`config.mk`:
```
export PLATFORM = sky130hd
export DESIGN_NAME = bplmc_top
export DESIGN_NICKNAME = d
export VERILOG_FILES = /design/src/hdl/bplmc_pkg.sv /design/src/hdl/bplmc_top.sv /design/src/hdl/bplmc_gate.sv
export SDC_FILE = /design/constraint.sdc
export NUM_CORES = 2
export LEC_CHECK = 0
export BUFFER_PORTS_ARGS = -buffer_cell sky130_fd_sc_hd__clkbuf_2
export CAP_MARGIN = 10
export CORE_ASPECT_RATIO = 0.75
export CORE_MARGIN = 2
export CORE_UTILIZATION = 59
export DETAILED_ROUTE_END_ITERATION = 8
export PLACE_DENSITY_LB_ADDON = 0.08
export SLEW_MARGIN = 5
export SYNTH_ARGS = -nofsm -noshare
export SYNTH_HDL_FRONTEND = slang
export SYNTH_SLANG_ARGS = --single-unit
```
`constraint.sdc`:
```
create_clock -name clk_i -period 16.4 [get_ports clk_i]
set_clock_uncertainty 0.1 [all_clocks]
set_input_delay 3.28 -clock clk_i [delete_from_list [all_inputs] [get_ports clk_i]]
set_output_delay 3.28 -clock clk_i [all_outputs]
set_load 0.03 [all_outputs]
```
`src/hdl/bplmc_pkg.sv`:
```
// package: constants and strap table for the buck pwm loop block
// Function
// - voltage-mode pi loop sets gate duty cycle
// - zeros from strap or serial coefficients
// - strap settings target fsw/20, 60 degrees
// - eighteen strap codes, upper nine enable transient path
// - serial load holds second set, adaptive blend
// - transient path bypasses loop outside limits
// - undershoot forces high side, overshoot low
// - high and low drives never overlap
// - closed-loop dead-time steers toward minimum duty
// - diode emulation cuts low side at zero
// - diode emulation only in single phase
// - misc bit0 enables adaptive freq, needs emulation
// - light load shortens low then high time
// - below half nominal duty, frequency scales
// - reduced frequency moves in quantized steps
// - adaptive freq inhibited by share or sync
package bplmc_pkg;
    localparam int          CLK_PERIOD_NS = 4;
    localparam int          CLK_KHZ       = 1000000 / CLK_PERIOD_NS;
    localparam logic [17:0] CLK_KHZ_W     = 18'(CLK_KHZ);
    localparam int          STRAP_CODES   = 18;
    localparam logic [4:0]  NTP_FIRST     = 5'h09;
    localparam int          MISC_AF_BIT   = 0;
    localparam int          INT_SHIFT     = 8;
    localparam int          P_SHIFT       = 4;
    localparam int          AF_LVL_LOG2   = 3;
    localparam logic [9:0]  DUTY_MAX      = 10'h3ff;
    localparam logic [9:0]  DUTY_RST      = 10'h000;
    localparam int          INT_MAX       = 1023 * 256;
    localparam logic [5:0]  DT_RST        = 6'h08;
    localparam logic [5:0]  DT_MIN        = 6'h01;
    localparam logic [5:0]  DT_MAX        = 6'h3f;
    localparam logic [15:0] PER_RST       = 16'h01f4;
    localparam logic [15:0] PER_MIN       = 16'h0080;
    localparam logic [15:0] COEF_RST      = 16'h0000;
    localparam int          DIV_STEPS     = 18;

    typedef enum logic [1:0] {
        DIV_IDLE = 2'b01,
        DIV_RUN  = 2'b10
    } bplmc_div_t;

    // {kp, ki} per band pair, tuned for fsw/20 crossover and 60 deg margin
    function automatic logic [15:0] strap_coef(input logic [4:0] code);
        logic [4:0] band;
        band = (code >= NTP_FIRST) ? code - NTP_FIRST : code;
        case (band)
            5'h00:   strap_coef = 16'h3010;
            5'h01:   strap_coef = 16'h2810;
            5'h02:   strap_coef = 16'h200c;
            5'h03:   strap_coef = 16'h2008;
            5'h04:   strap_coef = 16'h1808;
            5'h05:   strap_coef = 16'h1406;
            5'h06:   strap_coef = 16'h1004;
            5'h07:   strap_coef = 16'h0c04;
            default: strap_coef = 16'h0803;
        endcase
    endfunction
endpackage

```
`src/hdl/bplmc_top.sv`:
```
`timescale 1ns/10ps
// top: pi loop, transient path, dead-time, emulation, adaptive frequency
module bplmc_top #(
    parameter int DW = 12,
    parameter int CW = 8
) (
    // clock, reset, enable
    input  wire logic            clk_i,
    input  wire logic            sys_rst_i,
    input  wire logic            ce_i,
    // sensed output, reference, regulation window
    input  wire logic [DW-1:0]   vout_i,
    input  wire logic [DW-1:0]   vref_i,
    input  wire logic [DW-1:0]   reg_limit_i,
    // compensation source
    input  wire logic [4:0]      loop_comp_strap_pin_i,
    input  wire logic            coef_serial_i,
    input  wire logic            coef_wr_i,
    input  wire logic [2*CW-1:0] coef_a_i,
    input  wire logic [2*CW-1:0] coef_b_i,
    input  wire logic            adapt_comp_en_i,
    input  wire logic            ntp_serial_en_i,
    input  wire logic [7:0]      load_i,
    // light-load modes
    input  wire logic            diode_emu_en_i,
    input  wire logic            multi_phase_i,
    input  wire logic [7:0]      de_load_thresh_i,
    input  wire logic            il_zero_i,
    input  wire logic [7:0]      misc_config_i,
    input  wire logic            share_group_i,
    input  wire logic            sync_auto_i,
    input  wire logic            sync_clk_present_i,
    input  wire logic            sync_clk_out_i,
    // frequency and nominal duty
    input  wire logic [15:0]     switching_freq_command_i,
    input  wire logic [15:0]     fmin_khz_i,
    input  wire logic [9:0]      nominal_duty_i,
    // drives and status
    output logic                 high_side_gate_drive_o,
    output logic                 low_side_gate_drive_o,
    output logic [9:0]           duty_o,
    output logic [15:0]          period_o,
    output logic [5:0]           dead_time_o,
    output logic                 ntp_active_o,
    output logic                 de_active_o,
    output logic                 af_active_o
);
    localparam int IW = 21;

    logic [4:0]             strap_reg;
    logic                   strap_pend_reg;
    logic [2*CW-1:0]        coef_a_reg;
    logic [2*CW-1:0]        coef_b_reg;
    logic signed [IW-1:0]   integ_reg;
    logic [9:0]             duty_prev_reg;
    logic                   dt_up_reg;
    logic                   force_hi_reg;
    logic                   force_lo_reg;
    bplmc_pkg::bplmc_div_t  div_st_reg;
    logic [4:0]             div_cnt_reg;
    logic [17:0]            div_num_reg;
    logic [16:0]            div_rem_reg;
    logic [17:0]            div_quo_reg;
    logic [15:0]            div_den_reg;
    logic                   start;

    function automatic logic [CW-1:0] blend(input logic [CW-1:0] a,
                                            input logic [CW-1:0] b,
                                            input logic [7:0]    w);
        logic signed [CW:0]   d;
        logic signed [CW+9:0] p;
        d = $signed({1'b0, b}) - $signed({1'b0, a});
        p = d * $signed({1'b0, w});
        blend = CW'($signed({1'b0, a}) + (p >>> 8));
    endfunction

    // coefficient selection
    logic [15:0]   strap_kk;
    logic [CW-1:0] kp_w;
    logic [CW-1:0] ki_w;
    logic          ntp_on;
    assign strap_kk = bplmc_pkg::strap_coef(strap_reg);
    // serial set wins over the strap once selected
    assign kp_w = !coef_serial_i ? strap_kk[15:8] :
                  adapt_comp_en_i ? blend(coef_a_reg[2*CW-1:CW],
                                          coef_b_reg[2*CW-1:CW], load_i) :
                  coef_a_reg[2*CW-1:CW];
    assign ki_w = !coef_serial_i ? strap_kk[7:0] :
                  adapt_comp_en_i ? blend(coef_a_reg[CW-1:0],
                                          coef_b_reg[CW-1:0], load_i) :
                  coef_a_reg[CW-1:0];
    assign ntp_on = coef_serial_i ? ntp_serial_en_i
                                  : (strap_reg >= bplmc_pkg::NTP_FIRST);

    // error, integrator and duty
    logic signed [DW:0]      err;
    logic signed [DW+CW+1:0] prod_i_w;
    logic signed [DW+CW+1:0] prod_p_w;
    logic signed [IW+1:0]    isum_w;
    logic signed [IW-1:0]    integ_next;
    logic signed [IW+1:0]    dsum_w;
    logic [9:0]              duty_next;
    assign err = $signed({vref_i[DW-1], vref_i})
               - $signed({vout_i[DW-1], vout_i});
    assign prod_i_w = err * $signed({1'b0, ki_w});
    assign prod_p_w = err * $signed({1'b0, kp_w});
    assign isum_w = integ_reg + prod_i_w;
    assign integ_next = (isum_w < 0) ? '0 :
                        (isum_w > bplmc_pkg::INT_MAX) ?
                        IW'(bplmc_pkg::INT_MAX) : IW'(isum_w);
    assign dsum_w = (integ_reg >>> bplmc_pkg::INT_SHIFT)
                  + (prod_p_w >>> bplmc_pkg::P_SHIFT);
    assign duty_next = (dsum_w < 0) ? 10'h000 :
                       (dsum_w > $signed({13'h0000, bplmc_pkg::DUTY_MAX})) ?
                       bplmc_pkg::DUTY_MAX : dsum_w[9:0];

    // nonlinear transient path
    logic under_w;
    logic over_w;
    assign under_w = ntp_on && (err > $signed({1'b0, reg_limit_i}));
    assign over_w  = ntp_on && (-err > $signed({1'b0, reg_limit_i}));

    // dead-time steering
    logic       dt_dir_next;
    logic [5:0] dt_next;
    // a wider duty after the last step means the step went the wrong way
    assign dt_dir_next = (duty_o > duty_prev_reg) ? ~dt_up_reg : dt_up_reg;
    assign dt_next = dt_dir_next ?
        ((dead_time_o >= bplmc_pkg::DT_MAX) ? bplmc_pkg::DT_MAX
                                            : dead_time_o + 6'h01) :
        ((dead_time_o <= bplmc_pkg::DT_MIN) ? bplmc_pkg::DT_MIN
                                            : dead_time_o - 6'h01);

    // light-load modes
    logic de_next;
    logic af_next;
    logic af_low;
    assign de_next = diode_emu_en_i & ~multi_phase_i
                   & (load_i < de_load_thresh_i);
    assign af_next = misc_config_i[bplmc_pkg::MISC_AF_BIT] & de_next
                   & ~share_group_i & ~(sync_auto_i & sync_clk_present_i)
                   & ~sync_clk_out_i;
    assign af_low = af_active_o && (duty_o < {1'b0, nominal_duty_i[9:1]});

    // quantized level: count of j/8 steps that 2D/Dnom has passed
    logic [2:0]  af_lvl;
    logic [18:0] fstep;
    logic [15:0] f_tgt;
    logic [15:0] f_sel;
    always_comb begin
        af_lvl = 3'h0;
        for (int j = 1; j < 8; j++) begin
            if ({duty_o, 4'h0} >= 14'(j) * {4'h0, nominal_duty_i}) begin
                af_lvl = 3'(j);
            end
        end
    end
    assign fstep = (switching_freq_command_i - fmin_khz_i) * af_lvl;
    assign f_tgt = fmin_khz_i + fstep[18:3];
    // fixed frequency whenever the reduction is off or not below half
    assign f_sel = (af_low && switching_freq_command_i > fmin_khz_i)
                 ? f_tgt : switching_freq_command_i;

    // restoring divider turns the frequency into a period in clocks
    logic [16:0] rem_sh;
    logic        rem_ge;
    logic [15:0] per_q;
    assign rem_sh = {div_rem_reg[15:0], div_num_reg[17]};
    assign rem_ge = rem_sh >= {1'b0, div_den_reg};
    assign per_q  = (div_quo_reg[17:16] != 2'b00) ? 16'hffff :
                    (div_quo_reg[15:0] < bplmc_pkg::PER_MIN) ?
                    bplmc_pkg::PER_MIN : div_quo_reg[15:0];

    always_ff @(posedge clk_i) begin
        if (sys_rst_i) begin
            strap_pend_reg <= 1'b1;
            strap_reg      <= 5'h00;
            coef_a_reg     <= bplmc_pkg::COEF_RST;
            coef_b_reg     <= bplmc_pkg::COEF_RST;
        end else if (ce_i) begin
            strap_pend_reg <= 1'b0;
            // strap caught once after reset; out-of-range codes fall to 0
            if (strap_pend_reg) begin
                strap_reg <= (loop_comp_strap_pin_i <
                              5'(bplmc_pkg::STRAP_CODES))
                             ? loop_comp_strap_pin_i : 5'h00;
            end
            if (coef_wr_i) begin
                coef_a_reg <= coef_a_i;
                coef_b_reg <= coef_b_i;
            end
        end
    end

    always_ff @(posedge clk_i) begin
        if (sys_rst_i) begin
            integ_reg     <= '0;
            duty_o        <= bplmc_pkg::DUTY_RST;
            duty_prev_reg <= bplmc_pkg::DUTY_RST;
            dt_up_reg     <= 1'b0;
            dead_time_o   <= bplmc_pkg::DT_RST;
        end else if (ce_i && start) begin
            // integrator holds while the transient path has control
            if (!(under_w || over_w)) begin
                integ_reg <= integ_next;
            end
            duty_o        <= duty_next;
            duty_prev_reg <= duty_o;
            dt_up_reg     <= dt_dir_next;
            dead_time_o   <= dt_next;
        end
    end

    always_ff @(posedge clk_i) begin
        if (sys_rst_i) begin
            force_hi_reg <= 1'b0;
            force_lo_reg <= 1'b0;
            ntp_active_o <= 1'b0;
            de_active_o  <= 1'b0;
            af_active_o  <= 1'b0;
        end else if (ce_i) begin
            force_hi_reg <= under_w;
            force_lo_reg <= over_w;
            ntp_active_o <= under_w | over_w;
            de_active_o  <= de_next;
            af_active_o  <= af_next;
        end
    end

    always_ff @(posedge clk_i) begin
        if (sys_rst_i) begin
            div_st_reg  <= bplmc_pkg::DIV_IDLE;
            div_cnt_reg <= 5'h00;
            div_num_reg <= 18'h00000;
            div_rem_reg <= 17'h00000;
            div_quo_reg <= 18'h00000;
            div_den_reg <= 16'h0001;
            period_o    <= bplmc_pkg::PER_RST;
        end else if (ce_i) begin
            case (div_st_reg)
                bplmc_pkg::DIV_IDLE: begin
                    if (start) begin
                        div_st_reg  <= bplmc_pkg::DIV_RUN;
                        div_cnt_reg <= 5'h00;
                        div_num_reg <= bplmc_pkg::CLK_KHZ_W;
                        div_rem_reg <= 17'h00000;
                        div_quo_reg <= 18'h00000;
                        div_den_reg <= (f_sel == 16'h0000) ? 16'h0001
                                                           : f_sel;
                    end
                end
                bplmc_pkg::DIV_RUN: begin
                    div_num_reg <= {div_num_reg[16:0], 1'b0};
                    div_rem_reg <= rem_ge ? rem_sh - {1'b0, div_den_reg}
                                          : rem_sh;
                    div_quo_reg <= {div_quo_reg[16:0], rem_ge};
                    div_cnt_reg <= div_cnt_reg + 5'h01;
                    if (div_cnt_reg == 5'(bplmc_pkg::DIV_STEPS)) begin
                        div_st_reg <= bplmc_pkg::DIV_IDLE;
                        period_o   <= per_q;
                    end
                end
                default: div_st_reg <= bplmc_pkg::DIV_IDLE;
            endcase
        end
    end

    bplmc_gate u_gate (
        .clk_i      (clk_i),
        .sys_rst_i  (sys_rst_i),
        .ce_i       (ce_i),
        .period_i   (period_o),
        .duty_i     (duty_o),
        .dead_i     (dead_time_o),
        .force_hi_i (force_hi_reg),
        .force_lo_i (force_lo_reg),
        .de_i       (de_active_o),
        .il_zero_i  (il_zero_i),
        .hs_o       (high_side_gate_drive_o),
        .ls_o       (low_side_gate_drive_o),
        .start_o    (start)
    );

    a_ntp_high: assert property (
        @(posedge clk_i) disable iff (sys_rst_i)
        ce_i && under_w |=> force_hi_reg && !force_lo_reg)
        else $error("undershoot did not force high side");
    a_ntp_low: assert property (
        @(posedge clk_i) disable iff (sys_rst_i)
        ce_i && over_w |=> force_lo_reg && !force_hi_reg)
        else $error("overshoot did not force low side");
    a_strap_ntp: assert property (
        @(posedge clk_i) disable iff (sys_rst_i)
        !coef_serial_i && strap_reg < 5'h09 |-> !ntp_on)
        else $error("transient path on for a low strap code");
    a_de_single: assert property (
        @(posedge clk_i) disable iff (sys_rst_i)
        ce_i && multi_phase_i |=> !de_active_o)
        else $error("emulation active in multi-phase");
    a_af_inhibit: assert property (
        @(posedge clk_i) disable iff (sys_rst_i)
        ce_i && (share_group_i || sync_clk_out_i
                 || (sync_auto_i && sync_clk_present_i)) |=> !af_active_o)
        else $error("adaptive frequency not inhibited");
    a_af_needs_de: assert property (
        @(posedge clk_i) disable iff (sys_rst_i)
        af_active_o |-> de_active_o && $past(misc_config_i[0]))
        else $error("adaptive frequency without emulation");
    a_dt_bounds: assert property (
        @(posedge clk_i) disable iff (sys_rst_i)
        dead_time_o >= 6'h01 && dead_time_o <= 6'h3f)
        else $error("dead time out of range");
    a_duty_step: assert property (
        @(posedge clk_i) disable iff (sys_rst_i)
        ce_i && start |=> duty_o == $past(duty_next))
        else $error("duty not updated at period start");
    a_div_time: assert property (
        @(posedge clk_i) disable iff (sys_rst_i)
        ce_i && start && div_st_reg == bplmc_pkg::DIV_IDLE
        |=> div_st_reg == bplmc_pkg::DIV_RUN [*8])
        else $error("period divider ended early");
    c_ntp_high: cover property (@(posedge clk_i) disable iff (sys_rst_i)
        $rose(force_hi_reg));
    c_af_on: cover property (@(posedge clk_i) disable iff (sys_rst_i)
        af_low && af_lvl != 3'h0);
    c_dt_turn: cover property (@(posedge clk_i) disable iff (sys_rst_i)
        start && dt_dir_next != dt_up_reg);
endmodule

```
`src/hdl/bplmc_gate.sv`:
```
`timescale 1ns/10ps
// gate drive sequencer: period counter, dead-time and emulation cut
module bplmc_gate (
    // clock, reset, enable
    input  wire logic        clk_i,
    input  wire logic        sys_rst_i,
    input  wire logic        ce_i,
    // timing
    input  wire logic [15:0] period_i,
    input  wire logic [9:0]  duty_i,
    input  wire logic [5:0]  dead_i,
    // overrides
    input  wire logic        force_hi_i,
    input  wire logic        force_lo_i,
    input  wire logic        de_i,
    input  wire logic        il_zero_i,
    // drives
    output logic             hs_o,
    output logic             ls_o,
    output logic             start_o
);
    logic [15:0] cnt_reg;
    logic [15:0] per_reg;
    logic [15:0] hi_len_reg;
    logic        cut_reg;
    logic [25:0] hi_prod;
    logic        wrap;
    logic [16:0] hs_end;
    logic [17:0] ls_beg;
    logic        want_hs;
    logic        want_ls;
    logic        cut_next;

    assign hi_prod = duty_i * period_i;
    assign wrap    = (cnt_reg >= per_reg - 16'h0001);
    assign hs_end  = {11'h000, dead_i} + {1'b0, hi_len_reg};
    assign ls_beg  = {1'b0, hs_end} + {12'h000, dead_i};
    // force overrides sit outside the duty window, only a one-clock break kept
    assign want_hs = force_hi_i | (~force_lo_i
                     & ({1'b0, cnt_reg} >= {11'h000, dead_i})
                     & ({1'b0, cnt_reg} < hs_end));
    // low side waits one dead-time after the high pulse ends
    assign want_ls = force_lo_i | (~force_hi_i & ~cut_reg
                     & ({2'b00, cnt_reg} >= ls_beg));
    // a cut that lands on the wrap cycle still wins
    assign cut_next = (de_i & il_zero_i & ls_o) | (cut_reg & ~wrap);

    always_ff @(posedge clk_i) begin
        if (sys_rst_i) begin
            cnt_reg    <= 16'h0000;
            per_reg    <= bplmc_pkg::PER_RST;
            hi_len_reg <= 16'h0000;
            cut_reg    <= 1'b0;
            hs_o       <= 1'b0;
            ls_o       <= 1'b0;
            start_o    <= 1'b0;
        end else if (ce_i) begin
            cnt_reg <= wrap ? 16'h0000 : cnt_reg + 16'h0001;
            start_o <= wrap;
            cut_reg <= cut_next;
            if (wrap) begin
                per_reg    <= period_i;
                hi_len_reg <= hi_prod[25:10];
            end
            hs_o <= want_hs & ~ls_o & ~want_ls;
            ls_o <= want_ls & ~hs_o & ~want_hs;
        end
    end

    a_no_overlap: assert property (
        @(posedge clk_i) disable iff (sys_rst_i)
        !(hs_o && ls_o)) else $error("both gate drives on");
    a_de_cut_hold: assert property (
        @(posedge clk_i) disable iff (sys_rst_i)
        ce_i && cut_reg && !force_lo_i |=> !ls_o)
        else $error("low side on during emulation cut");
    a_ls_gap: assert property (
        @(posedge clk_i) disable iff (sys_rst_i)
        ce_i && hs_o |=> !ls_o) else $error("low side right after high");
    c_cut_seen: cover property (@(posedge clk_i) disable iff (sys_rst_i)
        $rose(cut_reg));
endmodule

```
# Word level (Yosys, flattened, before mapping)
# Memories as Yosys holds them, arrays and structs flattened.
# Cells that the tools add are included.
# word_totals
rom_bits	64
reg_bits	234
n_memories	1
word_cells	184
# memory_table
name	depth	width	read_ports	rd_ports_with_merged_regs	write_ports	line	rtl
(name not given)	8	8	1	0	0	bplmc_pkg.sv:49	case (band)
# op_classes
n_addsub	19
muxes	40
magnitude_cmp	27
n_reduce_logical	18
multipliers	10
eq_ne	5
bitwise	36
# op_table
cell	n
$mux 16	8
$pmux 18 s2	2
$mul 13x9->22	2
$ge 14x13->1	3
$mux 21	2
$mux 18	2
$mul 9x9->16	2
$mux 8	4
$pmux 16 s2	1
$ge 14x12->1	2
$gt 13x13->1	2
$mul 10x16->26	1
$mul 3x10->13 const A	2
$mul 2x10->12 const A	2
$add 21x22->23	1
$gt 23x19->1 const B	1
$lt 23x1->1 const B	1
$mux 10	2
$add 13x18->19	1
$gt 19x11->1 const B	1
$lt 19x1->1 const B	1
$mul 19x3->19	1
$add 17x6->18	1
$and 1x1->1	18
other kinds (51)	92

# Longest topological paths before layout
# depth
word_depth	13
depth_mapped	68
mapped_depth_nobuf	66

# Hierarchy
# A second synthesis with hierarchy kept.
# hier_totals
cells_unflattened	4828
hier_area_um2	39665.5
# modules_own_cells
mod	area_each_um2	n_inst	cells_per_inst
bplmc_top	30501.8	1	3729
bplmc_gate	9163.8	1	1099

# Least setup slack after synthesis
# Ideal clock, no wire load.
# synth_timing
path_kind	input -> register
startpoint	input load_i[2]
endpoint	register duty_o[9]
arrival_ps	15962
path_buffers	4
path_slack_ps	206
setup_time_ps	132
path_stages	57
required_time_ps	16168
cell_sequence	clkbuf_1 > clkbuf_1 > nand2_1 > fa_1 > inv_1 > fa_1 > ha_1 > fa_1 > ha_1 > and4b_1 > a41o_1 > a21o_1 > a21o_1 > a21oi_1 > o21bai_1 > a2111oi_0 > nor3_1 > xor2_1 > [... 21 more ...] > o21bai_1 > a21oi_1 > o21a_1 > mux2i_1 > o2111ai_1 > ha_1 > inv_1 > nor3_1 > a21oi_1 > nor2_1 > a31oi_1 > or4b_2 > or4_1 > and4_1 > or4_1 > clkbuf_1 > o21bai_1 > a21oi_1
# synth_via
elab_chain_len	9
# synth_lines
element	line	rtl
start, declared	bplmc_top.sv:23	input wire logic [7:0] load_i,
$mul 9x9->16 (*)	bplmc_top.sv:73	p = d * $signed({1'b0, w});
$add 8x8->8 (*)	bplmc_top.sv:74	blend = CW'($signed({1'b0, a}) + (p >>> 8));
$mux 8 (*)	bplmc_top.sv:85	adapt_comp_en_i ? blend(coef_a_reg[2*CW-1:CW],
$mux 8 (*)	bplmc_top.sv:84	assign kp_w = !coef_serial_i ? strap_kk[15:8] :
$mul 13x9->22 (*)	bplmc_top.sv:106	assign prod_p_w = err * $signed({1'b0, kp_w});
$add 13x18->19 (*)	bplmc_top.sv:112	+ (prod_p_w >>> bplmc_pkg::P_SHIFT);
$gt 19x11->1	bplmc_top.sv:114	(dsum_w > $signed({13'h0000, bplmc_pkg::DUTY_MAX})) ?
$mux 10	bplmc_top.sv:114	
$mux 10 (*)	bplmc_top.sv:113	assign duty_next = (dsum_w < 0) ? 10'h000 :
end signal, assigned	bplmc_top.sv:198	duty_o <= bplmc_pkg::DUTY_RST;
end signal, assigned	bplmc_top.sv:207	duty_o <= duty_next;
end, declared	bplmc_top.sv:41	output logic [9:0] duty_o,
# Every way passes the cells marked *; elsewhere a longest branch is shown, timed or not.
# A chain may end at the register's enable or synchronous reset.

# Worst setup path in the final report
# layout_timing
startpoint	input load_i[1]
endpoint	register duty_o[9]
# The elaborated chain is that of the path after synthesis.

==> results.toml <==
[run_status]
status = "completed"

[placed_design]
portBuffers = 182
place.gp.congestion = 0.884
place_inst = 5669
hpwl_um = 77800
placed_area_mm2 = 0.0409

[logic_synthesis]
synth_top_cell_by_area = "fa_1"
syn_inst = 4699
synth_seq_cells = 230
synth_warnings = 0
yosysMostFrequentCell = "inv_1"
synth.area.top_cells = "fa_1 (23%), ha_1 (18%), dfxtp_1 (12%), inv_1 (7.1%), nand2_1 (5.5%)"
syn_area_per_cell_um2 = 8.30
synth-edff-count = 0
synthArstFlopShare_pct = 0
synth_seq_area_share_pct = 11.8
synth_commonest_cells = "inv_1 (740), nand2_1 (568), ha_1 (553)"
synth_cell_types = 83
synthFlopType = "dfxtp_1"
syn_nets = 5850
synth.cell_area_mm2 = 0.0390
synth_top_area_share_pct = 22.9

[global_route]
grt_first_pass_wirelength_um = 163000
antenna_found_initial = 1
grt_pass1_vias = 31200
grt_use_met2_pct = 44.2
met1_usage_pct = 45.5
overflow = 0
grt_max_degree = 75
met3_usage_pct = 3.52
grtUsageTotal_pct = 29.3
top_usage_layer = "met1"

[sta]
finalSetupViolations = 0
worstMarginPinSlew_ns = 1.18
fin_tns_setup_ns = 0
hold_viol_final = 0
maxSlewHeadroom_pct = 21.4
final.period_utilization_pct = 94.8
slew_violations = 0
clock.fmax_mhz = 64.3
grt_setup_unrepaired = "no"
min_period_ns = 15.54

[floorplan]
die_x_um = 301
die_h_um = 227
fp.coreArea_mm2 = 0.0653
die_area_mm2 = 0.0682
start_util_pct = 59.7
fp-row-count = 81
num_io_pins = 190

[finish]
fin_nets = 5978
register_area_mm2 = 0.00460
final_area_mm2 = 0.0420
drive_gt1_share_pct = 7.66
area_growth_pct = 7.63
final_cells = 5717
fillCellCount = 5801
largest_reg_flops = 21
multi_input_area_mm2 = 0.0311
diodes = 0

[clock_network]
clk_path_buf_depth = 3
cts_hold_buf = 0
cts_tree = "built"
path_clk_slew_ns = 0.07
cts.sinks = 230
cts_root_buf = "clkbuf_16"
clock_latency_ns = 0.57
htree_num_levels = 1
cts_buffers = 25

[worst_hold_path]
min_path_cells = 2
hold_path_class = "register to register"

[setup_path]
start_kind = "input pin"
reg2reg_depth = 65
endpoint_kind = "register"
path_class = "input pin to register"
worstPathRequired_ns = 16.74
cp_slowest_cell = "or4b_2"
cp.arrival_ns = 15.89
cp_max_fo = 10
slowest_delay_ns = 0.65

[detailed_routing]
vias = 32100
drt_iter0_drc = 2051
wl_per_cell_um = 17.1
firstDrtPassIters = 5
ant_nets = 0
viasPerCell = 5.62
routed_wl_um = 97600
drc = 0

[job]
maxCapViolCount = 0
## logic make-up after synthesis
logic type	share of synthesized area, %
AO/OA/AOI/OAI	14.8
flip-flops	11.8
AND/OR/NAND/NOR	17.0
adder cells (fa/ha/maj)	40.6
buffers and inverters	8.67
multiplexers	1.24
XOR/XNOR	5.84
## placed cells by master (no fill, tap or decap), types with 48 or more instances in the layout
cell,count
nand2_1,568
a21o_1,90
nand2b_1,48
a211oi_1,49
buf_4,71
and2_1,139
fa_1,445
inv_1,740
nand3_1,62
ha_1,553
nor3_1,63
dfxtp_1,230
xnor2_1,174
clkbuf_2,181
xor2_1,77
o21a_1,49
o21ai_0,141
nor2b_1,63
nor2_1,258
a21oi_1,262
## metrics by stage
step                hold slack, ns  worst slack [ns]  util (%)
global route                 0.376            0.0335      64.3
global placement             0.343            0.0431      62.7
CTS                          0.357             0.486      64.2
floorplan                    0.323             0.206         -
finish                       0.355             0.857      64.3
detailed placement           0.348           -0.0186      62.7
## layer usage
layer  share of wire [%]  up-vias
li1                    -    15800
met1                  50    15500
met2                  43      729
met3                 5.7       72
met4                 1.5        0
met5                   0        -
## path summary, 6_finish.rpt
kind | slack, ns | from | endpoint
setup / recovery | 0.86 | load_i[1] | duty_o[9]
hold / removal | 0.35 | duty_prev_reg[1] | duty_prev_reg[1]
setup reg to reg | 1.50 | coef_a_reg[9] | duty_o[9]
hold reg to reg | 0.35 | duty_prev_reg[1] | duty_prev_reg[1]
## worst max-delay path, delay by kind of cell
kind | cells | cell delay (ns)
buffers and inverters | 6 | 0.57
and+or+nand+nor | 10 | 2.56
muxes | 1 | 0.20
adders and majority gates | 12 | 4.88
AOI/OAI and AO/OA | 24 | 3.51
xor gates and xnor gates | 5 | 0.88
## repair_timing
item | 4_1_cts | 5_1_grt
endpoints found under the hold margin | 0 | 0
setup endpoints to repair | 0 | 10
gates resized for setup | 0 | 17
setup buffers | 0 | 1
## layout make-up
class                           instances  area share (%)
Timing Repair Buffer                  252            3.43
Sequential cell                       230            11.0
Clock buffer                           28            1.54
Multi-Input combinational cell       3573            74.0
Inverter                              745            6.67
Tap cell                              871            2.60
Clock inverter                         18           0.752
Power is left out: the tool's default activity adds up to more than one toggle a clock period on the data nets, which glitch-free logic cannot reach.
